## config.mk

```make
export PLATFORM = sky130hd
export DESIGN_NAME = msh_top
export DESIGN_NICKNAME = d
export VERILOG_FILES = /design/src/rtl/msh_pkg.sv /design/src/rtl/msh_top.sv
export SDC_FILE = /design/constraint.sdc
export NUM_CORES = 2
export LEC_CHECK = 0
export BUFFER_PORTS_ARGS = -buffer_cell sky130_fd_sc_hd__buf_2
export CAP_MARGIN = 5
export CELL_PAD_IN_SITES_DETAIL_PLACEMENT = 1
export CELL_PAD_IN_SITES_GLOBAL_PLACEMENT = 2
export CORE_MARGIN = 2
export CORE_UTILIZATION = 41
export CTS_CLUSTER_DIAMETER = 200
export DETAILED_ROUTE_END_ITERATION = 10
export GPL_TIMING_DRIVEN = 1
export PLACE_DENSITY = 0.78
export SKIP_CTS_REPAIR_TIMING = 1
export SLEW_MARGIN = 20
export SYNTH_ARGS = -nofsm -noshare
export SYNTH_HDL_FRONTEND = slang
export SYNTH_SLANG_ARGS = --single-unit
```

## constraint.sdc

```tcl
create_clock -name ref_clk -period 11.6 [get_ports ref_clk]
set_input_delay 0.58 -clock ref_clk [delete_from_list [all_inputs] [get_ports ref_clk]]
set_output_delay 0.58 -clock ref_clk [all_outputs]
set_load 0.1 [all_outputs]
```

## src/rtl/msh_pkg.sv

```systemverilog
package msh_pkg;
  // ------------------------------------------------------------------
  // image geometry
  // ------------------------------------------------------------------
  localparam int          IMG_BYTES = 52;
  localparam logic [5:0]  HDR_BYTES = 6'd4;
  localparam logic [5:0]  MAX_DATA  = 6'd56;
  localparam logic [2:0]  CDB_LAST  = 3'd5;
  localparam logic [7:0]  OP_SENSE  = 8'h1A;

  // ------------------------------------------------------------------
  // command block field positions
  // ------------------------------------------------------------------
  localparam int LUN_MSB   = 7;
  localparam int LUN_LSB   = 5;
  localparam int RSV1_BIT  = 4;
  localparam int DBD_BIT   = 3;
  localparam int RSV1_MSB  = 2;
  localparam int PC_MSB    = 7;
  localparam int PC_LSB    = 6;
  localparam int PCODE_MSB = 5;

  // ------------------------------------------------------------------
  // page selectors, offsets in the image and lengths
  // ------------------------------------------------------------------
  localparam logic [5:0] PG_ELEM  = 6'h1D;
  localparam logic [5:0] PG_GEOM  = 6'h1E;
  localparam logic [5:0] PG_CAPS  = 6'h1F;
  localparam logic [5:0] PG_BAUD  = 6'h20;
  localparam logic [5:0] PG_PAR   = 6'h00;
  localparam logic [5:0] PG_ALL   = 6'h3F;
  localparam logic [5:0] OFS_ELEM = 6'd0;
  localparam logic [5:0] OFS_GEOM = 6'd20;
  localparam logic [5:0] OFS_CAPS = 6'd24;
  localparam logic [5:0] OFS_BAUD = 6'd44;
  localparam logic [5:0] OFS_PAR  = 6'd48;
  localparam logic [5:0] LEN_BIG  = 6'd20;
  localparam logic [5:0] LEN_SML  = 6'd4;
  localparam logic [5:0] LEN_ALL  = 6'd52;

  // ------------------------------------------------------------------
  // status and message codes
  // ------------------------------------------------------------------
  localparam logic [7:0] STS_GOOD  = 8'h00;
  localparam logic [7:0] STS_CHECK = 8'h02;
  localparam logic [7:0] STS_BUSY  = 8'h08;
  localparam logic [7:0] STS_RESV  = 8'h18;
  localparam logic [7:0] MSG_DONE  = 8'h00;

  // ------------------------------------------------------------------
  // apb map
  // ------------------------------------------------------------------
  localparam int          APB_AW     = 12;
  localparam logic [11:0] ADDR_CTRL  = 12'h000;
  localparam logic [11:0] ADDR_STAT  = 12'h004;
  localparam logic [11:0] ADDR_UA    = 12'h008;
  localparam int          CTRL_MSGEN = 0;
  localparam int          STAT_SAVED = 8;
  localparam int          STAT_BUSY  = 9;
  localparam logic        CTRL_RST   = 1'b0;

  // ------------------------------------------------------------------
  // default page image and changeable masks
  // ------------------------------------------------------------------
  localparam logic [7:0] DFLT_IMG [0:51] = '{
    8'h9D, 8'h12, 8'h00, 8'h0B, 8'h00, 8'h01, 8'h00, 8'h01, 8'h00, 8'h0A, 8'h00, 8'h00, 8'h00,
    8'h00, 8'h00, 8'h00, 8'h00, 8'h01, 8'h00, 8'h00, 8'h1E, 8'h02, 8'h00, 8'h00, 8'h1F, 8'h12,
    8'h0A, 8'h00, 8'h00, 8'h00, 8'h00, 8'h00, 8'h00, 8'h00, 8'h00, 8'h00, 8'h00, 8'h00, 8'h00,
    8'h00, 8'h00, 8'h00, 8'h00, 8'h00, 8'h20, 8'h02, 8'h00, 8'h00, 8'h00, 8'h02, 8'h00, 8'h00};
  localparam logic [7:0] MASK_IMG [0:51] = '{
    8'h00, 8'h00, 8'hFF, 8'hFF, 8'h00, 8'h00, 8'hFF, 8'hFF, 8'h00, 8'h00, 8'hFF, 8'hFF, 8'h00,
    8'h00, 8'hFF, 8'hFF, 8'h00, 8'h00, 8'h00, 8'h00, 8'h00, 8'h00, 8'h00, 8'h00, 8'h00, 8'h00,
    8'h00, 8'h00, 8'h00, 8'h00, 8'h00, 8'h00, 8'h00, 8'h00, 8'h00, 8'h00, 8'h00, 8'h00, 8'h00,
    8'h00, 8'h00, 8'h00, 8'h00, 8'h00, 8'h00, 8'h00, 8'hFF, 8'h00, 8'h00, 8'h00, 8'hFF, 8'h00};
endpackage : msh_pkg

```

## src/rtl/msh_top.sv

```systemverilog
`timescale 1ns/10ps
`default_nettype none
module msh_top (
  input  wire logic                      ref_clk,
  input  wire logic                      sys_rst,
  input  wire logic [msh_pkg::APB_AW-1:0] paddr,
  input  wire logic                      psel,
  input  wire logic                      penable,
  input  wire logic                      pwrite,
  input  wire logic [31:0]               pwdata,
  output logic      [31:0]               prdata,
  output logic                           pready,
  output logic                           pslverr,
  input  wire logic                      cdb_valid,
  input  wire logic [7:0]                cdb_byte,
  input  wire logic [2:0]                init_id,
  input  wire logic                      other_busy,
  input  wire logic                      abort_motion,
  input  wire logic                      reserved_other,
  input  wire logic                      msg_error,
  input  wire logic                      cdb_parity_err,
  input  wire logic                      bus_reset_evt,
  input  wire logic                      dout_valid,
  input  wire logic [5:0]                dout_idx,
  input  wire logic [7:0]                dout_byte,
  input  wire logic                      sel_end,
  input  wire logic                      sel_save,
  input  wire logic                      sel_invalid,
  input  wire logic                      sel_parity,
  input  wire logic                      phase_ready,
  output logic                           din_valid,
  output logic      [7:0]                din_byte,
  output logic                           status_valid,
  output logic      [7:0]                status_byte,
  output logic                           msg_valid,
  output logic      [7:0]                msg_byte,
  output logic                           bus_free
);
  import msh_pkg::*;

  typedef enum logic [2:0] {ST_IDLE, ST_DATA, ST_STATUS, ST_MSG, ST_FREE} msh_state_t;

  // ------------------------------------------------------------------
  // storage
  // ------------------------------------------------------------------
  msh_state_t  state_r;
  logic [7:0]  cdb_r [0:5];
  logic [2:0]  cnt_r;
  logic [7:0]  cur_r [0:IMG_BYTES-1];
  logic [7:0]  sav_r [0:IMG_BYTES-1];
  logic [7:0]  stg_r [0:IMG_BYTES-1];
  logic [7:0]  mrg   [0:IMG_BYTES-1];
  logic        saved_valid_r;
  logic        msg_en_r;
  logic [7:0]  ua_r;
  logic [7:0]  ua_nxt;
  logic [1:0]  pc_r;
  logic [5:0]  ofs_r;
  logic [5:0]  total_r;
  logic [5:0]  xfer_r;
  logic [5:0]  ptr_r;
  logic [7:0]  sts_r;
  logic        din_valid_r;
  logic [7:0]  din_byte_r;
  logic        status_valid_r;
  logic        msg_valid_r;
  logic        bus_free_r;
  logic        pready_r;
  logic        pslverr_r;
  logic [31:0] prdata_r;

  // ------------------------------------------------------------------
  // decode
  // ------------------------------------------------------------------
  function automatic logic [12:0] page_info(input logic [5:0] code);
    case (code)
      PG_ELEM: page_info = {1'b1, OFS_ELEM, LEN_BIG};
      PG_GEOM: page_info = {1'b1, OFS_GEOM, LEN_SML};
      PG_CAPS: page_info = {1'b1, OFS_CAPS, LEN_BIG};
      PG_BAUD: page_info = {1'b1, OFS_BAUD, LEN_SML};
      PG_PAR:  page_info = {1'b1, OFS_PAR, LEN_SML};
      PG_ALL:  page_info = {1'b1, OFS_ELEM, LEN_ALL};
      default: page_info = 13'h0000;
    endcase
  endfunction : page_info

  function automatic logic [7:0] pick_status(input logic busy, input logic resv,
                                             input logic chk);
    if (busy) begin
      pick_status = STS_BUSY;
    end else if (resv) begin
      pick_status = STS_RESV;
    end else if (chk) begin
      pick_status = STS_CHECK;
    end else begin
      pick_status = STS_GOOD;
    end
  endfunction : pick_status

  // page offsets are even, so bytes 0 and 1 of a page share one even base
  function automatic logic page_head(input logic [5:0] idx);
    page_head = ({idx[5:1], 1'b0} == OFS_ELEM) || ({idx[5:1], 1'b0} == OFS_GEOM) ||
                ({idx[5:1], 1'b0} == OFS_CAPS) || ({idx[5:1], 1'b0} == OFS_BAUD) ||
                ({idx[5:1], 1'b0} == OFS_PAR);
  endfunction : page_head

  logic [1:0]  pc;
  logic [5:0]  pcode;
  logic [12:0] pinfo;
  logic [5:0]  total;
  logic [5:0]  xfer;
  logic        busy_c;
  logic        ua_me;
  logic        cdb_chk;
  logic        sel_chk;
  logic [7:0]  sense_sts;
  logic [7:0]  sel_sts;
  logic        cdb_last;
  logic        cdb_done;
  logic        sel_go;
  logic        sel_commit;
  logic        changed;
  logic        din_adv;
  logic        din_end;
  logic        status_go;
  logic [5:0]  img_idx;
  logic [7:0]  src_byte;

  always_comb begin
    pc        = cdb_r[2][PC_MSB:PC_LSB];
    pcode     = cdb_r[2][PCODE_MSB:0];
    pinfo     = page_info(pcode);
    total     = HDR_BYTES + pinfo[5:0];
    xfer      = ({2'b00, total} > cdb_r[4]) ? cdb_r[4][5:0] : total;
    busy_c    = other_busy | abort_motion;
    ua_me     = ua_r[init_id];
    cdb_chk   = (msg_en_r ? msg_error : cdb_parity_err)
              | (cdb_r[1][LUN_MSB:LUN_LSB] != 3'd0) | cdb_r[1][RSV1_BIT]
              | (|cdb_r[1][RSV1_MSB:0]) | (|cdb_r[3]) | ~pinfo[12]
              | ~cdb_r[1][DBD_BIT]
              | ua_me;
    sel_chk   = (msg_en_r ? msg_error : sel_parity) | sel_invalid | ua_me;
    sense_sts = pick_status(busy_c, reserved_other, cdb_chk);
    sel_sts   = pick_status(busy_c, reserved_other, sel_chk);
    cdb_last  = (state_r == ST_IDLE) && cdb_valid && (cnt_r == CDB_LAST);
    cdb_done  = cdb_last && (cdb_r[0] == OP_SENSE);
    // with messaging on, a parity hit is retried by the phase logic, no status yet
    sel_go    = (state_r == ST_IDLE) && sel_end && !(msg_en_r && sel_parity) && !cdb_last;
    sel_commit = sel_go && (sel_sts == STS_GOOD);
    din_adv   = (state_r == ST_DATA) && (!din_valid_r || phase_ready);
    din_end   = din_adv && (ptr_r == xfer_r);
    status_go = (cdb_done && !((sense_sts == STS_GOOD) && (xfer != 6'd0))) || sel_go || din_end;
  end

  always_comb begin
    changed = 1'b0;
    for (int i = 0; i < IMG_BYTES; i++) begin
      mrg[i]  = (cur_r[i] & ~MASK_IMG[i]) | (stg_r[i] & MASK_IMG[i]);
      changed = changed | (mrg[i] != cur_r[i]);
    end
  end

  always_comb begin
    img_idx  = ofs_r + ptr_r - HDR_BYTES;
    src_byte = 8'h00;
    if (ptr_r == 6'd0) begin
      src_byte = {2'b00, total_r - 6'd1};
    end else if (ptr_r >= HDR_BYTES) begin
      case (pc_r)
        2'd0:    src_byte = cur_r[img_idx];
        2'd1:    src_byte = page_head(img_idx) ? DFLT_IMG[img_idx] : MASK_IMG[img_idx];
        2'd2:    src_byte = DFLT_IMG[img_idx];
        default: src_byte = saved_valid_r ? sav_r[img_idx] : DFLT_IMG[img_idx];
      endcase
    end
  end

  // ------------------------------------------------------------------
  // command block capture
  // ------------------------------------------------------------------
  always_ff @(posedge ref_clk) begin
    if (sys_rst) begin
      cnt_r <= 3'd0;
      for (int i = 0; i < 6; i++) begin
        cdb_r[i] <= 8'h00;
      end
    end else if ((state_r == ST_IDLE) && cdb_valid) begin
      cdb_r[cnt_r] <= cdb_byte;
      cnt_r        <= cdb_last ? 3'd0 : cnt_r + 3'd1;
    end
  end

  // ------------------------------------------------------------------
  // page copies
  // ------------------------------------------------------------------
  always_ff @(posedge ref_clk) begin
    if (sys_rst) begin
      saved_valid_r <= 1'b0;
      for (int i = 0; i < IMG_BYTES; i++) begin
        cur_r[i] <= DFLT_IMG[i];
        sav_r[i] <= DFLT_IMG[i];
        stg_r[i] <= DFLT_IMG[i];
      end
    end else begin
      if (dout_valid && (dout_idx < LEN_ALL)) begin
        stg_r[dout_idx] <= dout_byte;
      end
      if (sel_commit) begin
        for (int i = 0; i < IMG_BYTES; i++) begin
          cur_r[i] <= mrg[i];
          if (sel_save) begin
            sav_r[i] <= mrg[i];
          end
        end
        if (sel_save) begin
          saved_valid_r <= 1'b1;
        end
      end else if (bus_reset_evt) begin
        for (int i = 0; i < IMG_BYTES; i++) begin
          cur_r[i] <= saved_valid_r ? sav_r[i] : DFLT_IMG[i];
        end
      end
    end
  end

  // ------------------------------------------------------------------
  // unit attention: hardware set beats software clear
  // ------------------------------------------------------------------
  always_comb begin
    ua_nxt = ua_r;
    if (pready_r && psel && penable && pwrite && (paddr == ADDR_UA)) begin
      ua_nxt = ua_nxt & ~pwdata[7:0];
    end
    if ((cdb_done && (sense_sts == STS_CHECK) && ua_me) ||
        (sel_go && (sel_sts == STS_CHECK) && ua_me)) begin
      ua_nxt[init_id] = 1'b0;
    end
    if (sel_commit && changed) begin
      ua_nxt = ua_nxt | ~(8'h01 << init_id);
    end
  end

  always_ff @(posedge ref_clk) begin
    if (sys_rst) begin
      ua_r <= 8'h00;
    end else begin
      ua_r <= ua_nxt;
    end
  end

  // ------------------------------------------------------------------
  // phase sequencing
  // ------------------------------------------------------------------
  always_ff @(posedge ref_clk) begin
    if (sys_rst) begin
      state_r <= ST_IDLE;
      pc_r    <= 2'd0;
      ofs_r   <= 6'd0;
      total_r <= 6'd0;
      xfer_r  <= 6'd0;
      sts_r   <= STS_GOOD;
    end else begin
      case (state_r)
        ST_IDLE: begin
          if (cdb_done) begin
            pc_r    <= pc;
            ofs_r   <= pinfo[11:6];
            total_r <= total;
            xfer_r  <= xfer;
            sts_r   <= sense_sts;
            state_r <= status_go ? ST_STATUS : ST_DATA;
          end else if (sel_go) begin
            sts_r   <= sel_sts;
            state_r <= ST_STATUS;
          end
        end
        ST_DATA: begin
          if (din_end) begin
            state_r <= ST_STATUS;
          end
        end
        ST_STATUS: begin
          if (phase_ready) begin
            state_r <= ST_MSG;
          end
        end
        ST_MSG: begin
          if (phase_ready) begin
            state_r <= ST_FREE;
          end
        end
        ST_FREE: state_r <= ST_IDLE;
        default: state_r <= ST_IDLE;
      endcase
    end
  end

  always_ff @(posedge ref_clk) begin
    if (sys_rst) begin
      ptr_r       <= 6'd0;
      din_valid_r <= 1'b0;
      din_byte_r  <= 8'h00;
    end else if (cdb_done) begin
      ptr_r       <= 6'd0;
      din_valid_r <= 1'b0;
    end else if (din_adv) begin
      if (ptr_r < xfer_r) begin
        din_byte_r  <= src_byte;
        din_valid_r <= 1'b1;
        ptr_r       <= ptr_r + 6'd1;
      end else begin
        din_valid_r <= 1'b0;
      end
    end
  end

  always_ff @(posedge ref_clk) begin
    if (sys_rst) begin
      status_valid_r <= 1'b0;
      msg_valid_r    <= 1'b0;
      bus_free_r     <= 1'b0;
    end else begin
      bus_free_r <= 1'b0;
      if (status_go) begin
        status_valid_r <= 1'b1;
      end else if ((state_r == ST_STATUS) && phase_ready) begin
        status_valid_r <= 1'b0;
        msg_valid_r    <= 1'b1;
      end else if ((state_r == ST_MSG) && phase_ready) begin
        msg_valid_r <= 1'b0;
        bus_free_r  <= 1'b1;
      end
    end
  end

  // ------------------------------------------------------------------
  // apb slave, one wait state so read data comes from a flop
  // ------------------------------------------------------------------
  always_ff @(posedge ref_clk) begin
    if (sys_rst) begin
      pready_r  <= 1'b0;
      pslverr_r <= 1'b0;
      prdata_r  <= 32'h0000_0000;
      msg_en_r  <= CTRL_RST;
    end else begin
      pready_r  <= psel && penable && !pready_r;
      pslverr_r <= 1'b0;
      prdata_r  <= 32'h0000_0000;
      if (psel && penable && !pready_r) begin
        case (paddr)
          ADDR_CTRL: prdata_r[CTRL_MSGEN] <= msg_en_r;
          ADDR_STAT: prdata_r <= {22'h00_0000, state_r != ST_IDLE, saved_valid_r, sts_r};
          ADDR_UA:   prdata_r <= {24'h00_0000, ua_r};
          default:   pslverr_r <= 1'b1;
        endcase
      end
      if (pready_r && psel && penable && pwrite && (paddr == ADDR_CTRL)) begin
        msg_en_r <= pwdata[CTRL_MSGEN];
      end
    end
  end

  assign prdata       = prdata_r;
  assign pready       = pready_r;
  assign pslverr      = pslverr_r;
  assign din_valid    = din_valid_r;
  assign din_byte     = din_byte_r;
  assign status_valid = status_valid_r;
  assign status_byte  = sts_r;
  assign msg_valid    = msg_valid_r;
  assign msg_byte     = MSG_DONE;
  assign bus_free     = bus_free_r;
endmodule : msh_top
`default_nettype wire

```

# After elaboration in Yosys (flattened, before gate mapping)
# Memory sizes are Yosys's and may differ from the RTL's.
# Index checks and enable logic that the tools add are counted.
# classes
n_addsub,6
magnitude_cmp,7
eq_ne,35
shifts,1
mux,278
bitwise_logic,187
reduce_logical,70
# ops
op,n
8-bit two-way mux,227
1-bit bitwise OR,175
8-bit != test,10
13-bit case mux with 6 select lines,1
1-bit two-way mux,32
1-bit logical AND,28
8-bit inverter,3
8-bit case mux with 3 select lines,1
8-bit OR reduction,3
3-bit two-way mux,7
6-bit by 5-bit == test with 1-bit output (second input constant),3
9-bit case mux with 2 select lines,1
8-bit AND,2
8-bit by 2-bit == test with 1-bit output (second input constant),2
8-bit zero test,2
12-bit by 3-bit == test with 1-bit output (second input constant),1
12-bit by 4-bit == test with 1-bit output (second input constant),1
6-bit == test (second input constant),2
12-bit zero test,1
6-bit zero test,2
6-bit two-way mux,2
3-bit case mux with 4 select lines,1
5-bit by 4-bit == test with 1-bit output (second input constant),2
5-bit == test (second input constant),2
other kinds (43),73
# totals
regBits,96
mem_bits_rw,1296
mem_bits_ro,1024
input_bits,87
output_inout_bits,62
elab_cells,609
memories,6
# mem_list
name,depth,width,read_ports,rd_clocked_by_memory_dff,write_ports,line,text
(no name shown),64,8,1,0,0,msh_top.sv:173,default: src_byte = saved_valid_r ? sav_r[img_idx] : DFLT_IMG[img_idx];
(no name shown),64,8,1,0,0,msh_top.sv:171,2'd1: src_byte = page_head(img_idx) ? DFLT_IMG[img_idx] : MASK_IMG[img_idx];
cur_r,52,8,53,0,52,msh_top.sv:49,logic [7:0] cur_r [0:IMG_BYTES-1];
sav_r,52,8,53,0,52,msh_top.sv:50,logic [7:0] sav_r [0:IMG_BYTES-1];
stg_r,52,8,10,0,52,msh_top.sv:51,logic [7:0] stg_r [0:IMG_BYTES-1];
cdb_r,6,8,5,0,6,msh_top.sv:47,logic [7:0] cdb_r [0:5];

# Depth between registers and ports, before layout
# An unclocked memory read counts as a cell.
# depth
ltp_word,21
depth_mapped,13

# Worst setup path before layout
# Ideal clock, no wire load.
# synth_timing
path_kind,input-to-reg
start,in sys_rst
end,mem sav_r[0][0] (enable)
setup_time_ps,856
arrival_ps,11708
t_required_ps,10744
path_slack_ps,-965
cell_stages,5
path_cell_list,clkbuf_1 buf_1 clkbuf_1 clkbuf_1 nand2b_1
# synth_lines
element,line,text
from (decl),msh_top.sv:5,"input wire logic sys_rst,"
to (decl),msh_top.sv:50,

# Worst setup path in the final report
# layout_timing
start,reg ptr_r[2]
end,reg din_byte_r[0] (netlist: din_byte[0])
# layout_between
elab_chain_cells,11
word_cells_on_any_way,29
classes_between,add/sub (2); order compare (2); eq/ne (4); mux (9); bitwise (1); reduce/logical (7); memory (4)
# layout_rtl
element,line,text
from (decl),msh_top.sv:61,logic [5:0] ptr_r;
from (signal assigned),msh_top.sv:310,ptr_r <= ptr_r + 6'd1;
"parallel branches: the longest is 11 deep, another holds memory read 64 x 8 bit",--,
to (signal assigned),msh_top.sv:308,din_byte_r <= src_byte;
to (decl),msh_top.sv:64,logic [7:0] din_byte_r;
# Several ways; the timed one is not identified. The select of a mux whose other input is x is not followed.
# A chain may end at the register's enable or synchronous reset.

==> results.txt <==
----------------------------------------------------
[Timing]
  Post-layout min period ... between 4000 and 5000 ps
  Max-Slew Margin vs Limit ... about a quarter
  Clock Skews ... 36.2 ps
  Setup repair after global routing missed its margin ... false
  Min Hold Slack ... around 120 ps
  Hold violation count in the final report ... 0
  Count of final max-slew check failures ... 0
  Slew at the pin closest to its max-slew limit ... between 1000 and 1500 ps
  Finish-stage setup viols ... 0
  Sum Neg Setup Slack ... 0 ps
  Maximum clock frequency ... roughly 210 MHz
  Period utilisation layout ... a little over 40%

[Yosys]
  EDFF count, synth ... roughly 950
  Yosys warns ... 0
  Library cells used by synthesis ... 78
  Synthesized area divided by synthesized cell count ... ~14 sq um
  Most frequently used flop master after synthesis ... edfxtp_1
  Post-synthesis async set-or-reset flop share ... 0%
  Cells after synthesis ... 3346
  Yosys reg bits ... roughly 1000
  Sequential share of the synthesized area ... a little over three fifths
  Netlist area before placement ... between 40000 and 50000 sq um

[Route]
  Iteration-0 DRC Markers ... about 2700
  DRC violations left ... 0
  Residual antenna-violating net count after detailed routing ... 0
  Via density per instance ... roughly 6
  Final wirelength ... about 140 mm
  Total via count in the routed design ... slightly below 30000
  Routed WL per cell ... ~27 um
  Drt pass-1 iters ... 5

[Layout]
  Share of post-route cells with drive strength above 1 ... between 10% and 20%
  Layout overhead on the synthesized area ... 11.0%
  Final #Nets ... around 3500
  Number of fill cells in the layout ... between 10000 and 15000

[Worst setup path]
  Reg2reg start ... ptr_r[2]
  Setup slack of the worst register-to-register path ... about 7000 ps
  Crit path DAT ... around 5400 ps
  CP Max Fanout ... 43
  Category of the most critical setup path ... flip-flop to flip-flop
  Required time at the endpoint of the critical path ... approximately 12000 ps
  CP startpoint kind ... flip-flop
  FF-to-FF End ... din_byte[0]
  R2R cell count ... 11
  Critical path capture point type ... flip-flop

[Clock tree]
  Clock edge transition at the registers on the reported setup and hold paths ... 60 ps
  Root buffer selected by CTS ... clkbuf_16
  Maximum buffer depth of the clock tree ... 3
  CTS buffer count ... around 110
  CTS tree ... done
  TritonCTS sink count ... just over 1000
  Count of H-tree levels built during CTS ... 3
  Clock latency on the worst-skew pair ... about 730 ps

[Power and ir drop]
  Part of the total power dissipated in sequential elements ... between 50% and 60%
  LEAKAGE ... around 18 nW
  Power density of the placed cells ... between 150 and 200 nW/um^2
  Switching power as a share of total power ... between 20 and 25%
  Clock network fraction of total power ... 42.2%
  Combinational share of power ... ~6%
  VDD IR-drop max ... approximately 120 uV
  Switch Pwr ... about 0.002 W
  Cell internal power dissipation ... ~0.0063 W

[Global route]
  Number of antenna violations at the first check in global routing ... 6
  Number of global-route vias before repair ... just over 30000
  Total routing usage reported by global routing ... between 20% and 30%
  Global-route wire length before repair ... 205 mm
  Overflow left after global routing ... 0
  Pin count of the biggest net entering global routing ... between 150 and 200

[Die]
  Initial standard-cell utilization of the core ... between 40 and 50%
  Row Count ... between 100 and 150
  Core outline area ... roughly 120000 sq um
  Area of the die ... around 120000 sq um
  Width of the chip ... approximately 350 um
  Ports placed on the boundary ... 149
  Die outline height ... between 300 and 400 um

[Outcome]
  Result of the run ... completed

[Flow run]
  Number of violations of the max-capacitance limit ... 0

[Placed design]
  GP Congestion ... about 0.84
  Final HPWL DP ... ~85 mm
  Count of buffers inserted at the top-level ports ... 89

[Worst hold path]
  Cell count of the worst hold path ... 3
  End point of the most critical hold path ... msg_en_r
  Worst Min Path Start ... pwdata[0]
  Hold Crit Class ... input pin to flip-flop

----------------------------------------------------
cells in the mapped netlist (12+ instances only):
cell	count	area, sq um
edfxtp_1	952	28600
and2_1	638	3990
mux4_2	208	4680
nor2_1	165	619
nor2b_1	153	957
nand2_1	91	342
clkbuf_1	86	323
a22oi_1	84	631
xnor2_1	75	657
a21oi_1	68	340
or3_1	67	419
dfxtp_1	65	1300
mux2i_1	58	581
buf_4	53	398
buf_2	52	260
inv_1	52	195
clkbuf_2	36	180
nand4_1	30	188
nand3_1	25	125
nor3_1	23	115
or2_2	23	144
a22o_1	22	193
ha_1	22	275
nor4_1	21	131
o21ai_0	21	105
a211oi_1	20	150
o221ai_1	20	175
mux2_2	19	214
nand2b_1	19	119
buf_6	12	135
xor2_1	12	105
worst max-delay path, cell delays in order (launching register included):
cell and delay (ps):
dfxtp_1 420, inv_1 140, ha_4 870, buf_4 560, buf_4 660, nor3b_1 260, buf_4 210, a21oi_1 90
mux2i_1 470, a22oi_1 280, or2_2 350, o311a_1 320
metal layers:
metal	vias to the layer above	wire length [um]	GRT usage, %
met5	-	0	0
met4	0	3630	6.60
met3	188	7910	2.92
met2	916	64600	36.1
met1	15500	60500	33.0
li1	12500	-	-
layout by cell type, fill, tap and decap left out, types with 50 or more instances in the layout:
cell,synthesis,layout
a21oi_1,68,68
a22oi_1,84,84
and2_1,638,638
buf_2,52,88
clkbuf_16,0,109
dfxtp_1,65,63
edfxtp_1,952,952
inv_1,52,50
mux2i_1,58,58
mux4_2,208,208
nand2_1,91,91
nor2_1,165,161
nor2b_1,153,153
or3_1,67,66
xnor2_1,75,74
stage by stage:
stage	util, %	setup slack (ps)	cell area [sq um]	total power, W	instances
floorplan	-	4000	48000	0.00467	3380
global placement	42.8	6580	49600	0.00483	4799
detailed placement	42.8	6580	49600	0.00485	4799
CTS	45.8	6760	53100	0.00832	5001
global route	45.8	6560	53100	0.00849	5002
finish	45.8	6800	53100	0.00826	5003
worst max-delay path by stage:
stage                from           end  slack (ps)  depth (start not counted)
5_1_grt          ptr_r[2]   din_byte[0]        6560                         11
3_3_place_gp   init_id[0]   cur_r[9][4]        6580                         10
4_1_cts          ptr_r[2]   din_byte[1]        6760                          9
6_report         ptr_r[2]   din_byte[0]        6800                         11
3_5_place_dp   init_id[0]  cur_r[30][0]        6580                         10
2_1_floorplan  init_id[1]   sav_r[0][0]        4000                          7
cells by family (layout without fill, tap and decap cells):
kind of cell / after synthesis / count (layout) / synth area share [%]
xor+xnor: 87 / 87 / 1.59
compound gates: 331 / 331 / 4.97
other cells: 1 / 36 / 0.00784
mux: 285 / 285 / 11.5
simple gates: 1299 / 1299 / 15.7
buf+inv: 302 / 400 / 3.20
flops: 1017 / 1017 / 62.5
fa+ha+maj: 24 / 24 / 0.638
registers in the layout, indices dropped and copies added (netlist names):
register	flops
ofs_r	4
status_valid	1
status_byte	3
sav_r	416
total_r	4
pready	1
state_r	3
msg_valid	1
pc_r	2
saved_valid_r	1
msg_en_r	1
prdata	10
din_valid	1
pslverr	1
stg_r	80
din_byte	8
cur_r	416
ptr_r	6
cnt_r	3
cdb_r	40
ua_r	8
xfer_r	6
bus_free	1
layout make-up:
type / count / area [sq um] / area share [%]
Multi-Input combinational cell: 2061 / 16600 / 31.3
Clock buffer: 129 / 2800 / 5.28
Timing Repair Buffer: 144 / 943 / 1.78
Tap cell: 1524 / 1910 / 3.59
Inverter: 54 / 213 / 0.401
Antenna cell: 1 / 2.50 / 0.00471
Clock inverter: 73 / 702 / 1.32
Sequential cell: 1017 / 29900 / 56.3
power by group through the flow:
stage / sequential [W] / combinational (W) / clock (W)
2_1_floorplan: 0.00436 / 0.000306 / 0
3_3_place_gp: 0.00435 / 0.000478 / 0
4_1_cts: 0.00429 / 0.000488 / 0.00355
5_1_grt: 0.00431 / 0.000515 / 0.00367
6_report: 0.00429 / 0.000485 / 0.00348
3_5_place_dp: 0.00436 / 0.000485 / 0
(Power assumes the default switching activity.)
